`config.mk`:
```
export PLATFORM = sky130hd
export DESIGN_NAME = tbpu_core
export DESIGN_NICKNAME = d
export VERILOG_FILES = /design/src/rtl/tbpu_pkg.sv /design/src/rtl/tbpu_match_chan.sv /design/src/rtl/tbpu_core.sv
export SDC_FILE = /design/constraint.sdc
export NUM_CORES = 1
export LEC_CHECK = 0
export ABC_AREA = 0
export BUFFER_PORTS_ARGS = -buffer_cell sky130_fd_sc_hd__buf_2
export CAP_MARGIN = 20
export CORE_MARGIN = 5
export CORE_UTILIZATION = 35
export CTS_CLUSTER_SIZE = 20
export DETAILED_ROUTE_END_ITERATION = 8
export PLACE_DENSITY = 0.59
export SYNTH_ARGS = -nofsm -noshare
export SYNTH_HDL_FRONTEND = slang
export SYNTH_SLANG_ARGS = --single-unit
```
`constraint.sdc`:
```
create_clock -name mclk_i -period 3.3 [get_ports mclk_i]
set_input_delay 0 -clock mclk_i [delete_from_list [all_inputs] [get_ports mclk_i]]
set_output_delay 0 -clock mclk_i [all_outputs]
set_load 0.02 [all_outputs]
```
`src/rtl/tbpu_pkg.sv`:
```
package tbpu_pkg;
   localparam int unsigned TC_W      = 32;
   localparam int unsigned NUM_MATCH = 7;
   localparam int unsigned NUM_CAP   = 2;
   localparam int unsigned NUM_EMC   = 4;
   localparam int unsigned NUM_PWM   = 6;
   // reset values
   localparam logic [31:0] TC_RST    = 32'h0000_0000;
   localparam logic [31:0] PC_RST    = 32'h0000_0000;
   localparam logic [31:0] MATCH_RST = 32'h0000_0000;
   // count source codes
   localparam logic [1:0]  CNT_TIMER = 2'h0;
   localparam logic [1:0]  CNT_RISE  = 2'h1;
   localparam logic [1:0]  CNT_FALL  = 2'h2;
   localparam logic [1:0]  CNT_BOTH  = 2'h3;
   // external match actions
   localparam logic [1:0]  EMC_NONE  = 2'h0;
   localparam logic [1:0]  EMC_LOW   = 2'h1;
   localparam logic [1:0]  EMC_HIGH  = 2'h2;
   localparam logic [1:0]  EMC_TOGG  = 2'h3;

   // per-match action on a match
   typedef struct packed {
      logic irq;
      logic rst;
      logic stop;
   } tbpu_match_ctl_t;

   // per-capture-input setup
   typedef struct packed {
      logic rise;
      logic fall;
      logic irq;
   } tbpu_cap_ctl_t;
endpackage : tbpu_pkg

```
`src/rtl/tbpu_match_chan.sv`:
```
`timescale 1ns/1ns
module tbpu_match_chan (
   input  wire logic        mclk_i,
   input  wire logic        rst_n_i,
   input  wire logic [31:0] value_i,
   input  wire logic        release_i,
   input  wire logic        apply_i,
   input  wire logic [31:0] tc_i,
   input  wire logic        tick_i,
   output logic             match_o,
   output logic [31:0]      eff_o
);
   logic [31:0] staged;
   logic [31:0] shadow;
   logic        pending;

   // value in force from the next cycle on
   assign eff_o   = (apply_i && pending) ? staged : shadow;
   // compare only on a counting tick
   assign match_o = tick_i && (tc_i == shadow);

   // RQ11 RQ14 staging, release and synchronized load
   always_ff @(posedge mclk_i or negedge rst_n_i) begin
      if (!rst_n_i) begin
         staged  <= tbpu_pkg::MATCH_RST;
         shadow  <= tbpu_pkg::MATCH_RST;
         pending <= 1'b0;
      end else begin
         if (release_i) begin
            staged <= value_i;
         end
         shadow  <= eff_o;
         pending <= release_i || (pending && !apply_i); // release beats apply
      end
   end
endmodule : tbpu_match_chan

```
`src/rtl/tbpu_core.sv`:
```
`timescale 1ns/1ns
// Operation
// RQ1: 32-bit counter behind a 32-bit prescaler, plain timer when PWM is off.
// RQ2: counts clock cycles, or edges of one selected capture input.
// RQ3: seven match registers give six single-edge or three double-edge outputs.
// RQ4: each match may continue, stop or reset the counter, with optional interrupt.
// RQ5: cycle-rate match resets the counter and sets the PWM period.
// RQ6: single-edge output rises at cycle start, falls at its own match.
// RQ7: single-edge output set constant low never rises.
// RQ8: double-edge output rises on one match, falls on the next.
// RQ9: all outputs share the cycle-rate period, each uses its own matches.
// RQ10: period and width settle to any whole number of counts.
// RQ11: software releases new match values; hardware loads them glitch free.
// RQ12: capture input edge copies the counter, optionally raising an interrupt.
// RQ13: timer match outputs may go low, high, toggle or hold.
// RQ14: released match values take effect at the next cycle-rate match.
module tbpu_core (
   input  wire logic                      mclk_i,
   input  wire logic                      rst_n_i,
   input  wire logic                      cnt_en_i,
   input  wire logic                      cnt_rst_i,
   input  wire logic                      pwm_mode_i,
   input  wire logic [1:0]                cnt_mode_i,
   input  wire logic                      cnt_src_i,
   input  wire logic [31:0]               prescale_i,
   input  wire logic [6:0][31:0]          match_val_i,
   input  tbpu_pkg::tbpu_match_ctl_t [6:0] match_ctl_i,
   input  wire logic [6:0]                match_release_i,
   input  wire logic [6:1]                pwm_double_i,
   input  wire logic [6:1]                pwm_out_en_i,
   input  wire logic [3:0][1:0]           emc_ctl_i,
   input  wire logic [1:0]                cap_pin_i,
   input  tbpu_pkg::tbpu_cap_ctl_t [1:0]  cap_ctl_i,
   output logic [31:0]                    tc_o,
   output logic [6:1]                     pwm_o,
   output logic [3:0]                     emc_o,
   output logic [1:0][31:0]               cap_val_o,
   output logic [6:0]                     match_evt_o,
   output logic [6:0]                     match_irq_o,
   output logic [1:0]                     cap_irq_o,
   output logic                           halted_o
);
   logic [31:0]      tc;
   logic [31:0]      pc;
   logic             halted;
   logic [1:0]       cap_s1;
   logic [1:0]       cap_s2;
   logic [1:0]       cap_prev;
   logic [1:0]       cap_rise;
   logic [1:0]       cap_fall;
   logic [1:0]       cap_evt;
   logic             src_edge;
   logic             inc_src;
   logic             run;
   logic             tick;
   logic             apply;
   logic [6:0]       match;
   logic [6:0]       m_rst;
   logic [6:0]       m_stop;
   logic [6:0]       m_irq;
   logic [6:0][31:0] eff;
   logic             rst_hit;
   logic             stop_hit;
   logic [6:1]       set_pwm;
   logic [6:1]       clr_pwm;
   logic [6:1]       next_pwm;
   logic [3:0]       next_emc;
   logic [31:0]      next_tc;
   logic [31:0]      next_pc;

   // capture pin synchronisers
   always_ff @(posedge mclk_i or negedge rst_n_i) begin
      if (!rst_n_i) begin
         cap_s1   <= 2'h0;
         cap_s2   <= 2'h0;
         cap_prev <= 2'h0;
      end else begin
         cap_s1   <= cap_pin_i;
         cap_s2   <= cap_s1;
         cap_prev <= cap_s2;
      end
   end

   // edge detection on synchronised pins
   assign cap_rise = cap_s2 & ~cap_prev;
   assign cap_fall = ~cap_s2 & cap_prev;
   // RQ2 count source select
   assign src_edge = ((cnt_mode_i == tbpu_pkg::CNT_RISE) && cap_rise[cnt_src_i])
                  || ((cnt_mode_i == tbpu_pkg::CNT_FALL) && cap_fall[cnt_src_i])
                  || ((cnt_mode_i == tbpu_pkg::CNT_BOTH)
                      && (cap_rise[cnt_src_i] || cap_fall[cnt_src_i]));
   assign inc_src  = (cnt_mode_i == tbpu_pkg::CNT_TIMER) || src_edge;
   assign run      = cnt_en_i && !cnt_rst_i && !halted;
   // RQ1 prescaler terminal count
   assign tick     = run && inc_src && (pc == prescale_i);

   // RQ14 load point is the cycle-rate match in PWM mode
   assign apply = pwm_mode_i ? match[0] : 1'b1;

   // RQ3 seven match channels
   genvar g;
   generate
      for (g = 0; g < 7; g++) begin : g_mch
         tbpu_match_chan u_mch (
            .mclk_i    (mclk_i),
            .rst_n_i   (rst_n_i),
            .value_i   (match_val_i[g]),
            .release_i (match_release_i[g]),
            .apply_i   (apply),
            .tc_i      (tc),
            .tick_i    (tick),
            .match_o   (match[g]),
            .eff_o     (eff[g])
         );
         assign m_rst[g]  = match[g] && match_ctl_i[g].rst;
         assign m_stop[g] = match[g] && match_ctl_i[g].stop;
         assign m_irq[g]  = match[g] && match_ctl_i[g].irq;
      end
   endgenerate

   // RQ5 cycle-rate match always resets in PWM mode
   assign rst_hit  = (|m_rst) || (pwm_mode_i && match[0]);
   assign stop_hit = |m_stop;

   // RQ4 RQ10 next counter values
   assign next_pc = (cnt_rst_i || tick) ? tbpu_pkg::PC_RST
                  : (run && inc_src) ? pc + 32'h0000_0001 : pc;
   assign next_tc = cnt_rst_i ? tbpu_pkg::TC_RST
                  : !tick ? tc
                  : rst_hit ? tbpu_pkg::TC_RST
                  : stop_hit ? tc : tc + 32'h0000_0001;

   // counter, prescaler and stop flag
   always_ff @(posedge mclk_i or negedge rst_n_i) begin
      if (!rst_n_i) begin
         tc     <= tbpu_pkg::TC_RST;
         pc     <= tbpu_pkg::PC_RST;
         halted <= 1'b0;
      end else begin
         tc     <= next_tc;
         pc     <= next_pc;
         halted <= stop_hit || (halted && cnt_en_i); // stop wins over re-arm
      end
   end

   // RQ6 RQ7 RQ8 RQ9 per-output set and clear
   generate
      for (g = 1; g < 7; g++) begin : g_pwm
         // constant low also drops a high output at the cycle start
         if (g == 1) begin : g_single_only
            assign set_pwm[g] = match[0] && (eff[g] != 32'h0000_0000);
            assign clr_pwm[g] = match[g] || (match[0] && (eff[g] == 32'h0000_0000));
         end else begin : g_sel
            assign set_pwm[g] = pwm_double_i[g] ? match[g-1]
                              : (match[0] && (eff[g] != 32'h0000_0000));
            assign clr_pwm[g] = pwm_double_i[g] ? match[g]
                              : (match[g] || (match[0] && (eff[g] == 32'h0000_0000)));
         end
         assign next_pwm[g] = (pwm_mode_i && pwm_out_en_i[g])
                            && !clr_pwm[g] && (set_pwm[g] || pwm_o[g]);
      end
   endgenerate

   // RQ13 timer external match actions
   generate
      for (g = 0; g < 4; g++) begin : g_emc
         assign next_emc[g] = !match[g] ? emc_o[g]
            : (emc_ctl_i[g] == tbpu_pkg::EMC_LOW)  ? 1'b0
            : (emc_ctl_i[g] == tbpu_pkg::EMC_HIGH) ? 1'b1
            : (emc_ctl_i[g] == tbpu_pkg::EMC_TOGG) ? !emc_o[g] : emc_o[g];
      end
   endgenerate

   // RQ12 capture events
   assign cap_evt = (cap_rise & {cap_ctl_i[1].rise, cap_ctl_i[0].rise})
                  | (cap_fall & {cap_ctl_i[1].fall, cap_ctl_i[0].fall});

   // registered outputs
   always_ff @(posedge mclk_i or negedge rst_n_i) begin
      if (!rst_n_i) begin
         pwm_o       <= 6'h00;
         emc_o       <= 4'h0;
         match_evt_o <= 7'h00;
         match_irq_o <= 7'h00;
         tc_o        <= tbpu_pkg::TC_RST;
         halted_o    <= 1'b0;
      end else begin
         pwm_o       <= next_pwm;
         emc_o       <= next_emc;
         match_evt_o <= match;
         match_irq_o <= m_irq;
         tc_o        <= next_tc;
         halted_o    <= stop_hit || (halted && cnt_en_i);
      end
   end

   // capture registers
   always_ff @(posedge mclk_i or negedge rst_n_i) begin
      if (!rst_n_i) begin
         cap_val_o <= {2{tbpu_pkg::TC_RST}};
         cap_irq_o <= 2'h0;
      end else begin
         for (int i = 0; i < 2; i++) begin
            if (cap_evt[i]) begin
               cap_val_o[i] <= tc;
            end
         end
         cap_irq_o <= cap_evt & {cap_ctl_i[1].irq, cap_ctl_i[0].irq};
      end
   end
endmodule : tbpu_core

```
==> impl_metrics.csv, run 1 <==
group,metric,value,unit
run_status,outcome,"finished clean",
power,switchingPower,0.00543,W
sta,fmax,317,MHz
synth,synth_seq_cells,616,
sta,worstMarginPinSlew,1000,ps
synth,ys_async_sr_fraction,100,%
clocking,clk_latency,630,ps
critical_path,required,3860,ps
placement,place.gp.congestion,0.893,
routing,num_vias,20800,
sta,layout_setup_ws,142,ps
floorplanning,rows,103,
clocking,cts_tree,"yes",
job,drv_cap,0,
sta,period_minus_slack,3160,ps
power,powerDensity,549,nW/um2
synth,synth_ff_type,"dfrtp_1",
sta,rsz0062_at_grt,"false",
placement,dp_hpwl,71500,um
floorplanning,initial_core_util,35.1,%
finish,area_growth,33.9,%
global_routing,grt_start_max_net_pins,114,
floorplanning,ioPinCount,443,
power,pwr-share-comb,13.5,%
routing,via_per_inst,5.19,
clocking,htreeDepth,3,
critical_path,crit_path_frequent_cell,"buf_4",
sta,slew_headroom,33.0,%
global_routing,track_usage,22.9,%
sta,hold_viol,0,
power,p_sw_share,26.7,%
synth,synth_top_family_by_area,"multiplexers",
synth,synth_xor_xnor_area_share,9.07,%
critical_path,cp_top_family,"buffers and inverters",
synth,synth.avg_cell_area,13.0,um2
sta,period_share,95.7,%
synth,yosysWarnings,0,
critical_path,arrival,3710,ps
finish,layout_common_cells,"613 x dfrtp_1, 522 x mux2_2, 440 x buf_2",
synth,synth-edff-count,0,
sta,final-max-slew-violation-count,0,
power,power_frac_seq,45.9,%
critical_path,start_kind,"flop",
global_routing,grt_pass1_wl,147000,um
worst_hold_path,hold_path.class,"input port to async pin",
clocking,clock_path_buffers,3,
synth,synth_seq_area_share,55.8,%
finish,utilization,47.1,%
placement,pre_cts_slack,130,ps
critical_path,end_kind,"flop",
global_routing,grt_antenna_before_repair,4,
finish,nNetsFinal,3216,
sta,setup_viol,0,
floorplanning,dieArea,84600,um2
synth,synth_cell_type_count,48,
synth,synthSimpleGateAreaFrac,9.09,%
routing,dr.first_iter.drc_count,1349,
synth,synth_compound_gate_area_share,2.59,%
sta,fin_skew,26.7,ps
critical_path,path_cells,"nor3b_1 -> o21ai_0 -> a311o_1 -> nand4b_1 -> buf_4 -> nor3_2 -> buf_4 -> a21oi_1 -> a31oi_1 -> dlygate4sd3_1",
finish,multiInputGateArea,11700,um2
clocking,cts_buffers,71,
power,vdd_ir_drop_max,0.372,mV
synth,synth.top_cell.area_share,55.8,%
synth,synth_nets,2440,
synth,yosys.area_share.adder,0.0906,%
synth,synth.area.top_cells,"dfrtp_1 56%, mux2_2 21%, xor2_1 6.8%",
sta,setup_tns,0,ps
synth,synth_area_leader_cell,"dfrtp_1",
critical_path,max_stage_delay,560,ps
synth,synthMuxAreaShare,21.3,%
routing,post_drt_wl_per_cell,24.7,um
synth,syn_inst,2118,
finish,layout-drive-gt1-share,41.4,%
power,p_leak,16.8,nW
clocking,clockRootBuffer,"clkbuf_16",
global_routing,grt_overflow,0,
finish,final_common_cell,"dfrtp_1",
synth,syn_area,27600,um2
critical_path,critPathSlowestCell,"dlygate4sd3_1",
placement,port_buffers,441,
critical_path,crit_fanout,11,
routing,final_antenna_net_count,0,
power,internal_power,0.0149,W
routing,drcViolationCount,0,
clocking,clock-sinks,616,
power,p_clk_share,40.6,%
clocking,clk_pin_slew,60,ps
routing,first_pass_iters,6,
finish,seqCellArea,15400,um2
floorplanning,die_w,291,um
critical_path,worst-path-buf-inv,3,
global_routing,grt_pass1_vias,22400,
floorplanning,die_h,291,um
routing,wl,99000,um
floorplanning,design.core.area,78600,um2
power,finalPower,0.0203,W
finish,fillers,7024,
critical_path,path_class,"flop to flop",
==> registers in the layout, indices dropped and copies added, names as in the netlist, 6 cells and up <==
signal	count
cap_val_o	64
g_mch.u_mch.pending	7
g_mch.u_mch.shadow	224
g_mch.u_mch.staged	224
match_evt_o	7
match_irq_o	7
pc	32
pwm_o	6
tc_o	32
==> worst paths after layout <==
check	from	endpoint	slack, ps	cells past startpoint
setup / recovery	cap_prev[0]	emc_o[2]	140	10
hold / removal	rst_n_i	cap_val_o[39]	20	2
setup reg to reg	cap_prev[0]	emc_o[2]	140	10
hold reg to reg	cap_s1[0]	cap_s2[0]	350	0
max in group asynchronous	rst_n_i	g_mch[1].u_mch.shadow[1]	2070	3
min in group mclk_i	match_release_i[3]	g_mch[3].u_mch.pending	30	2
==> stage by stage <==
| step | hold WS (ps) | instances | cell area (um2) |
|---|---|---|---|
| after floorplan | -296 | 2118 | 27600 |
| final | 19.8 | 4002 | 37000 |
| after global routing | 44.8 | 4001 | 37000 |
| after detailed placement | 125 | 3602 | 31800 |
| after global placement | 115 | 3602 | 31800 |
| after CTS | 3.79 | 4000 | 37000 |
==> final cells by class <==
class / count / area share, %
tap: 1050 / 3.55
clock inverter: 35 / 1.19
inverter: 12 / 0.122
clock buffer: 94 / 5.47
sequential: 616 / 41.7
antenna: 2 / 0.0135
timing repair buffer: 823 / 16.3
multi-input combinational: 1370 / 31.6
==> per-layer routing <==
metal | vias up | GRT usage (%) | routed length, um
li1 | 9220 | - | -
met5 | - | 0 | 0
met2 | 764 | 38.6 | 48300
met1 | 10600 | 29.2 | 40600
met4 | 0 | 9.38 | 4430
met3 | 215 | 4.03 | 5630
==> synth_stat cells, drive strengths merged, types with 17 or more instances <==
| library cell | number |
|---|---|
| nand4 | 58 |
| dfrtp | 616 |
| mux2 | 522 |
| buf | 60 |
| nor4 | 137 |
| or3 | 26 |
| nor2 | 54 |
| and3 | 17 |
| o21ai | 45 |
| nand3 | 39 |
| clkbuf | 60 |
| nand2 | 38 |
| xnor2 | 73 |
| nor3 | 23 |
| xor2 | 213 |
| a21oi | 44 |
==> repair_timing <==
item	in CTS	in global routing
resized for setup	0	6
hold buffers	269	0
endpoints found under the setup margin	0	28
buffers inserted	0	0
endpoints found under the hold margin	336	0
==> power groups by stage <==
stage               sequential (W)  clock (W)  combinational [W]
finish                     0.00932    0.00824            0.00274
global route               0.00943    0.00875            0.00298
CTS                        0.00932    0.00844            0.00276
detailed placement         0.00945          0            0.00249
global placement           0.00942          0            0.00242
floorplan                  0.00914          0            0.00159
==> kinds of logic (layout without fill, tap and decap cells) <==
| logic type | Yosys count | count (layout) |
|---|---|---|
| flops | 616 | 616 |
| mux | 523 | 523 |
| simple gates | 439 | 439 |
| xor+xnor | 286 | 286 |
| buf+inv | 132 | 964 |
| compound gates | 120 | 120 |
| fa+ha+maj | 2 | 2 |
| other cells | 0 | 2 |
Note: power is estimated with default switching activity, not from simulation.
==> inputs of run 2 (changes only) <==
--- a/config.mk
+++ b/config.mk
@@ -8,10 +8,12 @@
 export ABC_AREA = 0
 export BUFFER_PORTS_ARGS = -buffer_cell sky130_fd_sc_hd__buf_2
 export CAP_MARGIN = 20
+export CORE_ASPECT_RATIO = 0.6
 export CORE_MARGIN = 5
 export CORE_UTILIZATION = 35
 export CTS_CLUSTER_SIZE = 20
 export DETAILED_ROUTE_END_ITERATION = 8
+export HOLD_SLACK_MARGIN = 0.06
 export PLACE_DENSITY = 0.59
 export SYNTH_ARGS = -nofsm -noshare
 export SYNTH_HDL_FRONTEND = slang
==> impl_metrics.csv, run 2 (synthesized netlist as in run 1, its figures left out) <==
group,metric,value,unit
run_status,outcome,"finished clean",
sta,worstMarginPinSlew,844,ps
power,vdd_ir_drop_max,0.412,mV
sta,setup_viol,0,
finish,layout_common_cells,"613 x dfrtp_1, 522 x mux2_2, 447 x dlygate4sd3_1",
routing,drcViolationCount,0,
power,p_sw_share,27.2,%
finish,nNetsFinal,3391,
clocking,clock_path_buffers,3,
finish,fin_area,38500,um2
critical_path,cp_top_family,"buffers and inverters",
finish,layout-drive-gt1-share,38.9,%
power,pwr-share-comb,15.7,%
sta,slew_headroom,43.8,%
finish,multiInputGateArea,11800,um2
power,p_leak,17.4,nW
finish,fin_cells,4171,
power,internal_power,0.0143,W
power,finalPower,0.0196,W
finish,area_growth,39.5,%
floorplanning,rows,79,
routing,via_per_inst,5.19,
placement,place.gp.congestion,0.921,
floorplanning,dieArea,84800,um2
floorplanning,die_w,373,um
power,switchingPower,0.00534,W
critical_path,arrival,3740,ps
finish,final_common_cell,"dfrtp_1",
routing,final_antenna_net_count,0,
routing,dr.first_iter.drc_count,1680,
placement,port_buffers,441,
routing,wl,102000,um
critical_path,crit_fanout,11,
critical_path,max_stage_delay,560,ps
critical_path,start_kind,"flop",
critical_path,end_kind,"flop",
critical_path,critPathSlowestCell,"dlygate4sd3_1",
sta,final-max-slew-violation-count,0,
floorplanning,ioPinCount,443,
critical_path,path_class,"flop to flop",
sta,period_minus_slack,3190,ps
sta,period_share,96.7,%
global_routing,grt_pass1_wl,151000,um
global_routing,grt_overflow,0,
clocking,clk_pin_slew,70,ps
finish,seqCellArea,15400,um2
finish,fillers,6896,
placement,post_dp_cell_area,31900,um2
routing,first_pass_iters,7,
clocking,cts_buffers,59,
clocking,htreeDepth,2,
finish,reg_top3,"g_mch.u_mch.shadow x224, g_mch.u_mch.staged x224, cap_val_o x64",
clocking,clk_latency,640,ps
job,drv_cap,0,
power,p_clk_share,36.5,%
worst_hold_path,hold_path.class,"input port to flop",
sta,hold_viol,0,
critical_path,path_cells,"xnor2_1 -> nand4_1 -> nor4_2 -> buf_4 -> nand4b_1 -> buf_4 -> buf_12 -> nor3_2 -> buf_12 -> mux2_2 -> o21ai_0 -> dlygate4sd3_1 -> a31oi_1",
clocking,clock-sinks,616,
routing,post_drt_wl_per_cell,24.5,um
clocking,cts_tree,"yes",
power,power_frac_seq,47.8,%
sta,setup_tns,0,ps
sta,fin_skew,17.6,ps
routing,num_vias,21700,
floorplanning,initial_core_util,35.5,%
sta,rsz0062_at_grt,"true",
critical_path,worst-path-buf-inv,5,
global_routing,grt_antenna_before_repair,9,
global_routing,grt_start_max_net_pins,101,
global_routing,grt_pass1_vias,23000,
floorplanning,design.core.area,77900,um2
floorplanning,die_h,228,um
sta,fmax,313,MHz
global_routing,track_usage,23.7,%
critical_path,required,3850,ps
placement,dp_hpwl,71500,um
placement,dp.cells,3612,
clocking,clockRootBuffer,"clkbuf_16",
power,powerDensity,509,nW/um2
==> run 2: cell types whose count changed in the layout (fill, tap and decap cells not counted), sizes merged <==
cell	previous run	this run
dlygate4sd3	269	447
clkinv	16	14
clkbuf	94	80
clkinvlp	8	2
bufinv	7	6
diode	2	4
buf	554	563
==> run 2: power by group through the flow <==
stage | clock (W) | combinational (W) | sequential [W]
global route | 0.00760 | 0.00335 | 0.00946
floorplan | 0 | 0.00159 | 0.00914
detailed placement | 0 | 0.00250 | 0.00948
finish | 0.00716 | 0.00309 | 0.00937
global placement | 0 | 0.00244 | 0.00945
CTS | 0.00730 | 0.00306 | 0.00935
==> run 2: per-stage QoR <==
| stage | setup WS, ps | utilization, % | hold WS (ps) |
|---|---|---|---|
| floorplan | 368 | - | -296 |
| global placement | 177 | 40.9 | 107 |
| detailed placement | 142 | 41.0 | 110 |
| CTS | 23.0 | 49.3 | 67.1 |
| global route | -50.9 | 49.5 | 100 |
| finish | 109 | 49.5 | 72.1 |
==> run 2: path summary, 6_finish.rpt <==
kind | from | to | slack (ps) | depth (start not counted)
setup reg to reg | pc[16] | pwm_o[3] | 110 | 13
setup / recovery | pc[16] | pwm_o[3] | 110 | 13
hold reg to reg | cap_s1[1] | cap_s2[1] | 350 | 0
min in group asynchronous | rst_n_i | g_mch[3].u_mch.shadow[1] | 440 | 3
hold / removal | match_ctl_i[3] | tc_o[8] | 70 | 6
max in group asynchronous | rst_n_i | g_mch[4].u_mch.shadow[24] | 1950 | 4
==> run 2: area by class of cell <==
cell class	instances	area share, %
Sequential cell	616	40.0
Multi-Input combinational cell	1370	30.5
Timing Repair Buffer	1010	20.7
Clock buffer	80	4.40
Tap cell	1053	3.42
Clock inverter	26	0.809
Inverter	12	0.117
Antenna cell	4	0.0260
==> run 2: timing repair <==
| item | in CTS | in global routing |
|---|---|---|
| hold buffers | 448 | 0 |
| endpoints found under the setup margin | 0 | 120 |
| gates resized for setup | 0 | 18 |
| setup buffers | 0 | 1 |
| hold endpoints to repair | 529 | 0 |
==> run 2: routing by layer <==
layer	vias up	routed length, um	track usage [%]
met5	-	0	0
met4	0	3560	7.45
met3	198	6900	4.94
met2	782	46400	37.4
met1	11100	45400	33.0
li1	9553	-	-
==> run 2: worst min-delay path, delay by kind of cell <==
family                 cells  cell delay [ps]
AO/OA/AOI/OAI              3              340
buffers and inverters      2              220
AND/OR/NAND/NOR            1              120
